## config.mk

```make
export PLATFORM = sky130hd
export DESIGN_NAME = ptb_timebase
export DESIGN_NICKNAME = d
export VERILOG_FILES = /design/src/rtl/ptb_pkg.sv /design/src/rtl/ptb_prescaler.sv /design/src/rtl/ptb_timebase.sv
export VERILOG_INCLUDE_DIRS = /design/src /design/src/rtl
export SDC_FILE = /design/constraint.sdc
export NUM_CORES = 1
export LEC_CHECK = 0
export ABC_AREA = 1
export ABC_CLOCK_PERIOD_IN_PS = 7500
export BUFFER_PORTS_ARGS = -buffer_cell sky130_fd_sc_hd__buf_4
export CAP_MARGIN = 20
export CORE_ASPECT_RATIO = 0.7
export CORE_MARGIN = 4
export CORE_UTILIZATION = 50
export CTS_BUF_LIST = sky130_fd_sc_hd__clkbuf_8 sky130_fd_sc_hd__clkbuf_16
export CTS_CLUSTER_DIAMETER = 30
export DETAILED_ROUTE_END_ITERATION = 8
export HOLD_SLACK_MARGIN = 0.08
export PLACE_DENSITY = 0.73
export SYNTH_ARGS = -nofsm -noshare
export SYNTH_HDL_FRONTEND = slang
export SYNTH_SLANG_ARGS = --single-unit
```

## constraint.sdc

```tcl
create_clock -name CLOCK -period 7.5 [get_ports CLOCK]
set_clock_uncertainty 0.1 [all_clocks]
set_input_delay 1.5 -clock CLOCK [delete_from_list [all_inputs] [get_ports CLOCK]]
set_output_delay 1.5 -clock CLOCK [all_outputs]
set_load 0.03 [all_outputs]
```

## src/rtl/ptb_map.svh

```systemverilog
// offsets, fields, reset values and timing counts of the pwm time base
`ifndef PTB_MAP_SVH
`define PTB_MAP_SVH
`define PTB_OFF_CTRL 12'h000
`define PTB_OFF_IRQEN 12'h004
`define PTB_OFF_PSC 12'h008
`define PTB_OFF_INIT 12'h00c
`define PTB_OFF_STAT 12'h010
`define PTB_OFF_CNT 12'h014
`define PTB_CTRL_DIR 4
`define PTB_CTRL_CMS_LO 5
`define PTB_CTRL_CMS_HI 6
`define PTB_CTRL_CKD_LO 8
`define PTB_CTRL_CKD_HI 9
`define PTB_CTRL_RST 16'h0081
`define PTB_IRQEN_RST 16'h0000
`define PTB_IRQEN_UIE 0
`define PTB_INIT_DIR 31
`define PTB_TICK_MIN 1
`endif

```

## src/rtl/ptb_pkg.sv

```systemverilog
// types of the pwm time base
package ptb_pkg;
  typedef enum logic [3:0] {
    PTB_EDGE = 4'h1,
    PTB_CTR_DN = 4'h2,
    PTB_CTR_UP = 4'h4,
    PTB_CTR_BOTH = 4'h8
  } ptb_mode_t;
  typedef struct packed {
    logic [1:0] align_select;
    logic dir;
    logic [1:0] deadtime_clock_divide;
  } ptb_cfg_t;
  typedef struct packed {
    logic [3:0] match_flag;
    logic wrap_flag;
  } ptb_flags_t;
endpackage : ptb_pkg

```

## src/rtl/ptb_prescaler.sv

```systemverilog
// prescaler that yields one tick per prescale_value plus one input clocks
`timescale 1ns/10ps
module ptb_prescaler #(
  parameter int WIDTH = 16
) (
  input wire logic clk,
  input wire logic rst_n,
  input wire logic restart,
  input wire logic [WIDTH-1:0] prescale_value,
  output logic tick
);
  logic [WIDTH-1:0] div;
  always_ff @(posedge clk or negedge rst_n) begin
    if (!rst_n) begin
      div <= '0;
    end else if (restart || div >= prescale_value) begin
      div <= '0;
    end else begin
      div <= div + 1'b1;
    end
  end
  assign tick = !restart && (div >= prescale_value);
endmodule : ptb_prescaler

```

## src/rtl/ptb_timebase.sv

```systemverilog
// pwm time base: prescaled auto-reload counter with apb registers
//
// The register addresses and the APB register port were decided locally.
`timescale 1ns/10ps
`include "ptb_map.svh"
module ptb_timebase #(
  parameter int CNT_W = 16,
  parameter int NUM_CH = 4,
  parameter bit HAS_DEADTIME = 1'b1
) (
  input wire logic CLOCK,
  input wire logic RESET_N,
  input wire logic PSEL,
  input wire logic PENABLE,
  input wire logic PWRITE,
  input wire logic [11:0] PADDR,
  input wire logic [31:0] PWDATA,
  output logic [31:0] PRDATA,
  output logic PREADY,
  output logic PSLVERR,
  input wire logic [CNT_W-1:0] RELOAD_INPUT,
  input wire logic [4*CNT_W-1:0] COMPARE_VALUE,
  input wire logic SYNC,
  input wire logic [15:0] OUTPUT_ENABLE_POLARITY,
  output logic [15:0] OUTPUT_ENABLE_POLARITY_OUT,
  output logic [CNT_W-1:0] COUNT,
  output logic COUNT_UP,
  output logic [4*CNT_W-1:0] ACTIVE_COMPARE,
  output logic [3:0] MATCH_FLAG,
  output logic WRAP_FLAG,
  output logic [3:0] MATCH_IRQ,
  output logic WRAP_IRQ,
  output logic [1:0] DEADTIME_CLOCK_DIVIDE
);
  logic rst_s1, rst_n_s;
  always_ff @(posedge CLOCK or negedge RESET_N) begin
    if (!RESET_N) begin
      rst_s1 <= 1'b0;
      rst_n_s <= 1'b0;
    end else begin
      rst_s1 <= 1'b1;
      rst_n_s <= rst_s1;
    end
  end

  // sync pin: two stages then edge detect
  logic sync_s1, sync_s2, sync_d;
  always_ff @(posedge CLOCK or negedge rst_n_s) begin
    if (!rst_n_s) begin
      sync_s1 <= 1'b0;
      sync_s2 <= 1'b0;
      sync_d <= 1'b0;
    end else begin
      sync_s1 <= SYNC;
      sync_s2 <= sync_s1;
      sync_d <= sync_s2;
    end
  end
  logic sync_rise;
  assign sync_rise = sync_s2 && !sync_d;

  // software registers
  logic [15:0] ctrl, irqen, psc;
  logic [CNT_W-1:0] init_cnt;
  logic init_down;
  logic wr_en, rd_en;
  assign wr_en = PSEL && PENABLE && PWRITE;
  assign rd_en = PSEL && PENABLE && !PWRITE;
  assign PREADY = 1'b1;
  always_ff @(posedge CLOCK or negedge rst_n_s) begin
    if (!rst_n_s) begin
      ctrl <= `PTB_CTRL_RST;
      irqen <= `PTB_IRQEN_RST;
      psc <= 16'h0000;
      init_cnt <= '0;
      init_down <= 1'b0;
    end else if (wr_en) begin
      case (PADDR)
        `PTB_OFF_CTRL: ctrl <= PWDATA[15:0];
        `PTB_OFF_IRQEN: irqen <= PWDATA[15:0];
        `PTB_OFF_PSC: psc <= PWDATA[15:0];
        `PTB_OFF_INIT: begin
          init_cnt <= PWDATA[CNT_W-1:0];
          init_down <= PWDATA[`PTB_INIT_DIR];
        end
        default: ;
      endcase
    end
  end
  logic addr_ok;
  always_comb begin
    case (PADDR)
      `PTB_OFF_CTRL, `PTB_OFF_IRQEN, `PTB_OFF_PSC, `PTB_OFF_INIT,
      `PTB_OFF_STAT, `PTB_OFF_CNT: addr_ok = 1'b1;
      default: addr_ok = 1'b0;
    endcase
  end
  assign PSLVERR = PSEL && PENABLE && !addr_ok;

  // prescaler restarts on init write and on sync
  logic init_wr, tick;
  assign init_wr = wr_en && PADDR == `PTB_OFF_INIT;
  ptb_prescaler #(.WIDTH(16)) u_psc (
    .clk(CLOCK),
    .rst_n(rst_n_s),
    .restart(sync_rise || init_wr || !rst_n_s),
    .prescale_value(psc),
    .tick(tick)
  );

  // active configuration, loaded at wrap events, sync and init writes
  ptb_pkg::ptb_cfg_t cfg;
  logic [CNT_W-1:0] reload_input;
  logic [4*CNT_W-1:0] ccr;
  ptb_pkg::ptb_mode_t mode;
  always_comb begin
    case (cfg.align_select)
      2'h0: mode = ptb_pkg::PTB_EDGE;
      2'h1: mode = ptb_pkg::PTB_CTR_DN;
      2'h2: mode = ptb_pkg::PTB_CTR_UP;
      default: mode = ptb_pkg::PTB_CTR_BOTH;
    endcase
  end

  logic [CNT_W-1:0] cnt, next_cnt;
  logic up, next_up, wrap;
  always_comb begin
    next_cnt = cnt;
    next_up = up;
    wrap = 1'b0;
    if (tick) begin
      case (mode)
        ptb_pkg::PTB_EDGE: begin
          if (!cfg.dir) begin
            next_up = 1'b1;
            if (cnt >= reload_input) begin
              next_cnt = '0;
              wrap = 1'b1;
            end else begin
              next_cnt = cnt + 1'b1;
            end
          end else begin
            next_up = 1'b0;
            if (cnt == '0) begin
              next_cnt = reload_input;
              wrap = 1'b1;
            end else begin
              next_cnt = cnt - 1'b1;
            end
          end
        end
        default: begin
          if (up) begin
            if (cnt + 1'b1 >= reload_input) begin
              next_up = 1'b0;
              wrap = 1'b1;
            end
            next_cnt = cnt + 1'b1;
          end else begin
            if (cnt <= 1) begin
              next_up = 1'b1;
              wrap = 1'b1;
            end
            next_cnt = (cnt == '0) ? cnt : cnt - 1'b1;
          end
        end
      endcase
    end
  end

  always_ff @(posedge CLOCK or negedge rst_n_s) begin
    if (!rst_n_s) begin
      cnt <= '0;
      up <= 1'b1;
    end else if (sync_rise) begin
      cnt <= '0;
      up <= 1'b1;
    end else if (init_wr) begin
      cnt <= PWDATA[CNT_W-1:0];
      up <= !PWDATA[`PTB_INIT_DIR];
    end else begin
      cnt <= next_cnt;
      up <= next_up;
    end
  end

  // preload at wrap events, sync or init write
  always_ff @(posedge CLOCK or negedge rst_n_s) begin
    if (!rst_n_s) begin
      cfg <= '0;
      reload_input <= '0;
      ccr <= '0;
    end else if (wrap || sync_rise || init_wr) begin
      cfg.align_select <= ctrl[`PTB_CTRL_CMS_HI:`PTB_CTRL_CMS_LO];
      cfg.dir <= ctrl[`PTB_CTRL_DIR];
      cfg.deadtime_clock_divide <= HAS_DEADTIME ?
        ctrl[`PTB_CTRL_CKD_HI:`PTB_CTRL_CKD_LO] : 2'h0;
      reload_input <= RELOAD_INPUT;
      ccr <= COMPARE_VALUE;
    end
  end

  ptb_pkg::ptb_flags_t next_flags, flags;
  logic dir_ok;
  always_comb begin
    case (mode)
      ptb_pkg::PTB_CTR_DN: dir_ok = !up;
      ptb_pkg::PTB_CTR_UP: dir_ok = up;
      default: dir_ok = 1'b1;
    endcase
    next_flags.wrap_flag = wrap;
    for (int i = 0; i < 4; i++) begin
      next_flags.match_flag[i] = tick && dir_ok && (i < NUM_CH) &&
        (next_cnt == ccr[i*CNT_W +: CNT_W]);
    end
  end
  always_ff @(posedge CLOCK or negedge rst_n_s) begin
    if (!rst_n_s) begin
      flags <= '0;
    end else begin
      flags <= next_flags;
    end
  end

  assign MATCH_FLAG = flags.match_flag;
  assign WRAP_FLAG = flags.wrap_flag;
  logic [3:0] ch_mask;
  assign ch_mask = 4'hf >> (4 - NUM_CH);
  assign MATCH_IRQ = flags.match_flag & irqen[4:1] & ch_mask;
  assign WRAP_IRQ = flags.wrap_flag & irqen[`PTB_IRQEN_UIE];
  assign OUTPUT_ENABLE_POLARITY_OUT = OUTPUT_ENABLE_POLARITY;
  assign COUNT = cnt;
  assign COUNT_UP = up;
  assign ACTIVE_COMPARE = ccr;
  assign DEADTIME_CLOCK_DIVIDE = cfg.deadtime_clock_divide;

  always_comb begin
    PRDATA = 32'h0000_0000;
    if (rd_en) begin
      case (PADDR)
        `PTB_OFF_CTRL: PRDATA = {16'h0000, ctrl};
        `PTB_OFF_IRQEN: PRDATA = {16'h0000, irqen};
        `PTB_OFF_PSC: PRDATA = {16'h0000, psc};
        `PTB_OFF_INIT: PRDATA = 32'(init_cnt) | {init_down, 31'h0};
        `PTB_OFF_STAT: PRDATA = {29'h0, up, cfg.align_select};
        `PTB_OFF_CNT: PRDATA = 32'(cnt);
        default: PRDATA = 32'h0000_0000;
      endcase
    end
  end

  property p_wrap_pulse;
    @(posedge CLOCK) disable iff (!rst_n_s)
      wrap |=> WRAP_FLAG ##1 (WRAP_FLAG == $past(wrap));
  endproperty
  a_wrap_pulse: assert property (p_wrap_pulse) else $error("wrap pulse wrong");
  property p_up_wrap;
    @(posedge CLOCK) disable iff (!rst_n_s)
      (mode == ptb_pkg::PTB_EDGE && !cfg.dir && tick && cnt >= reload_input && !sync_rise && !init_wr)
      |=> cnt == '0;
  endproperty
  a_up_wrap: assert property (p_up_wrap) else $error("up wrap missed");
  property p_down_wrap;
    @(posedge CLOCK) disable iff (!rst_n_s)
      (mode == ptb_pkg::PTB_EDGE && cfg.dir && tick && cnt == '0 && !sync_rise && !init_wr)
      |=> cnt == $past(reload_input);
  endproperty
  a_down_wrap: assert property (p_down_wrap) else $error("down reload missed");
  property p_sync;
    @(posedge CLOCK) disable iff (!rst_n_s)
      sync_rise |=> cnt == '0 && reload_input == $past(RELOAD_INPUT);
  endproperty
  a_sync: assert property (p_sync) else $error("sync not applied");
  property p_hold;
    @(posedge CLOCK) disable iff (!rst_n_s)
      !tick && !sync_rise && !init_wr |=> $stable(cnt);
  endproperty
  a_hold: assert property (p_hold) else $error("count moved off tick");
  property p_preload;
    @(posedge CLOCK) disable iff (!rst_n_s)
      !wrap && !sync_rise && !init_wr |=> $stable(reload_input) && $stable(ccr);
  endproperty
  a_preload: assert property (p_preload) else $error("config changed early");
  property p_irq;
    @(posedge CLOCK) disable iff (!rst_n_s)
      WRAP_IRQ |-> WRAP_FLAG && irqen[`PTB_IRQEN_UIE];
  endproperty
  a_irq: assert property (p_irq) else $error("irq not gated");
  property p_match;
    @(posedge CLOCK) disable iff (!rst_n_s)
      MATCH_FLAG[0] |-> cnt == $past(ccr[CNT_W-1:0]);
  endproperty
  a_match: assert property (p_match) else $error("match without equality");
  property p_center_dir;
    @(posedge CLOCK) disable iff (!rst_n_s)
      (mode != ptb_pkg::PTB_EDGE && up && tick && cnt + 1'b1 >= reload_input && !sync_rise && !init_wr)
      |=> !up;
  endproperty
  a_center_dir: assert property (p_center_dir) else $error("no turn at top");
endmodule : ptb_timebase

```

==> summary.md <==
| Metric | Value |
|---|---|
| Fmax | around 0.18 GHz |
| Peak supply drop | ~190 uV |
| Yosys warns | 0 |
| Fin nets | 2139 |
| Sequential share of the synthesized area | 38.1% |
| Peak fanout along the critical path | 16 |
| Seq cells post-synth | between 150 and 200 |
| Vias per Instance | 5.79 |
| R2R Setup Slk | 2520 ps |
| Layout cells sized above 1 | between 15 and 20% |
| Clock latency on the worst-skew pair | 460 ps |
| Core Rows | between 40 and 50 |
| Area of placed instances | approximately 14000 sq um |
| Finish-stage setup viols | 0 |
| Average size of a mapped cell | 7.16 sq um |
| Final min period | between 5000 and 6000 ps |
| Residual DRC | 0 |
| Overflow after GRT | 0 |
| Pwr/cell area | around 260 nW/um^2 |
| Clock Path Buffers | 2 |
| Unrepaired setup endpoints after global routing | false |
| Cts-stage hold buffer count | 0 |
| Max-Cap Viols | 0 |
| Slew Viols, Final | 0 |
| Initial core utilization | between 50% and 60% |
| Async SR Flop Fraction | 100% |
| H-tree Lvls | 4 |
| Cell Area, Synth | 12700 sq um |
| Clock Sinks | 193 |
| Initial antenna violation count | 0 |
| GR Util All Layers | approximately a third |
| Cell area after layout | about 15000 sq um |
| DRT iter0 DRCs | about 1500 |
| GPL Wtd Cong | about 1.0 |
| Dpl ws | ~2100 ps |
| Fin util | ~60% |
| Worst setup EP type | primary output |
| WS Path Type | in -> out |
| Storage cell area | between 4000 and 5000 sq um |
| Number of synthesized flops with an enable pin | 0 |
| TritonCTS Buffers | 17 |
| First-pass GRT wire length | between 70000 and 80000 um |
| WL per Instance | about 21 um |
| Post-route antenna net violation count | 0 |
| FILL cells | 2400 |
| Number of diodes | 0 |
| Largest net degree at the start of global routing | 153 |
| Post-route setup slack | around 2100 ps |
| Die extent in x | around 200 um |
| Outcome | finished, final reports clean |
| Die span in y | between 100 and 150 um |
| Area grow syn2layout | 17.8% |
| Hold Path Class | reg -> async |
| Area of the multi-input gates | around 6600 sq um |
| Netlist cell types | 51 |
| CTS Root Cell | clkbuf_16 |
| PostCTS Resize Cnt | 0 |
| IO buf count | ~230 |
| Core outline area | 24800 sq um |
| Setup TNS | 0 ps |
| CP Data Required Time | 5900 ps |
| Final hold vios | 0 |
| WP data arrival | approximately 3800 ps |
| Fin crit share | slightly above 70% |
| Post-CTS setup buffer count | 0 |
| Post-synth top flop | dfrtp_1 |
| Die area | approximately 28000 sq um |
| CP startpoint kind | primary input |
| Drt total wl | between 40000 and 50000 um |
| Vias in the first global route | 12300 |
| Clock transition at the registers of the reported paths | 80 ps |
| Lkg Pwr | ~7.6 nW |
| CTS tree | yes |
| Initial DRT Pass Iterations | 7 |
| Top Ports | 289 |
| Vias post-DR | around 13000 |
| Cells after Synth | 1772 |
| Worst-Margin Slew | about 1000 ps |
| Slew HR | 31.5% |
| Dpl hpwl | roughly 37000 um |
## worst max-delay path, stage by stage
cell      delay [ps]
buf_4            100
or2_1            250
nor3_4           180
inv_1            100
nor4_1           330
nand2_1          480
nor2_1           270
a221oi_1          90
a31oi_1          280
buf_4            220
## registers in the layout, indices dropped and copies added (netlist names)
name                   cells
DEADTIME_CLOCK_DIVIDE      2
MATCH_FLAG                 4
WRAP_FLAG                  1
init_down                  1
u_psc.div                 16
ACTIVE_COMPARE            64
sync_d                     1
ctrl                      16
sync_s1                    1
psc                       16
COUNT_UP                   1
init_cnt                  16
COUNT                     16
cfg                        3
sync_s2                    1
irqen                     16
rst_s1                     1
reload_input              16
rst_n_s                    1
## per-stage QoR
step	total power [mW]	std cells	hold WS (ps)
6_report	3.84	2275	246
5_1_grt	4.03	2275	264
4_1_cts	3.80	2274	255
3_5_place_dp	2.88	2242	236
3_3_place_gp	2.85	2242	234
2_1_floorplan	2.29	1787	231
## cells by family (layout without fill, tap and decap cells)
logic type,count (synthesis),in the layout,synth area share (%)
adders and majority gates,56,56,5.52
DFF,193,193,38.1
other,2,17,0.0592
buffers and inverters,284,447,10.0
and+or+nand+nor,989,989,34.8
xor gates and xnor gates,16,16,1.16
AOI/OAI and AO/OA,232,232,10.3
## area by class of cell
type                       instances  share of cell area, %
tap                              325                   2.72
clock buffer                      20                   3.12
timing repair buffer             235                   12.0
sequential                       193                   32.3
clock inverter                    12                  0.812
inverter                         180                   4.52
multi-input combinational       1310                   44.5
## cell usage after synthesis (5+ instances only)
cell / n / area (sq um)
o21ai_0: 139 / 696
a221oi_1: 12 / 105
nand4_1: 23 / 144
ha_1: 56 / 701
buf_2: 20 / 100
nor3b_1: 8 / 60.1
dfrtp_1: 190 / 4750
nand3_2: 9 / 90.1
nor3_1: 12 / 60.1
nor2_1: 121 / 454
nor2_2: 6 / 37.5
o21ai_1: 10 / 50.1
o31ai_1: 6 / 45.0
xor2_1: 11 / 96.3
buf_4: 39 / 293
o21ai_2: 5 / 43.8
nand3b_1: 26 / 195
nor2_4: 5 / 56.3
clkbuf_1: 37 / 139
nand3_1: 198 / 991
o211ai_1: 5 / 37.5
nand2_1: 546 / 2050
a21oi_1: 29 / 145
buf_6: 5 / 56.3
inv_1: 174 / 653
nand2_2: 21 / 131
a31oi_1: 14 / 87.6
## worst paths after layout
check | start | endpoint | cells after the start
worst max-delay path | PADDR[9] | PRDATA[7] | 10
worst min-delay path | rst_n_s$_DFF_PN0_ | reload_input[3]$_DFFE_PN0P_ | 0
worst max register to register | COUNT[0]$_DFF_PN0_ | ACTIVE_COMPARE[26]$_DFFE_PN0P_ | 21
worst min register to register | rst_n_s$_DFF_PN0_ | reload_input[3]$_DFFE_PN0P_ | 0
max in group asynchronous | rst_n_s$_DFF_PN0_ | ACTIVE_COMPARE[5]$_DFFE_PN0P_ | 1
min in group CLOCK | sync_s1$_DFF_PN0_ | sync_s2$_DFF_PN0_ | 0
## power breakdown
| part | leakage [nW] | total, mW | internal, mW | switching [mW] |
|---|---|---|---|---|
| logic | 4.82 | 1.48 | 0.492 | 0.984 |
| clock network | 0.293 | 0.935 | 0.493 | 0.442 |
| registers | 2.52 | 1.43 | 1.18 | 0.253 |
| total | 7.63 | 3.84 | 2.16 | 1.68 |
## cell usage in the layout, fill, tap and decap left out, types with 8 or more instances in the layout
| master | netlist | routed |
|---|---|---|
| nand2_2 | 21 | 21 |
| a221oi_1 | 12 | 12 |
| nand3b_1 | 26 | 26 |
| dfrtp_1 | 190 | 189 |
| xor2_1 | 11 | 11 |
| nand3_1 | 198 | 198 |
| a31oi_1 | 14 | 14 |
| conb_1 | 2 | 17 |
| nor3_1 | 12 | 12 |
| clkbuf_16 | 0 | 17 |
| ha_1 | 56 | 56 |
| nand2_1 | 546 | 545 |
| inv_1 | 174 | 175 |
| nand3_2 | 9 | 9 |
| o21ai_0 | 139 | 139 |
| nand4_1 | 23 | 23 |
| nor2_1 | 121 | 121 |
| buf_4 | 39 | 233 |
| o21ai_1 | 10 | 10 |
| a21oi_1 | 29 | 29 |
| nor3b_1 | 8 | 8 |
## routing by layer
layer	share of wire [%]	GRT usage, %
met5	0	0
met4	3.1	10.7
met3	15	11.5
met2	41	48.7
met1	41	49.4
(Power assumes the default switching activity.)
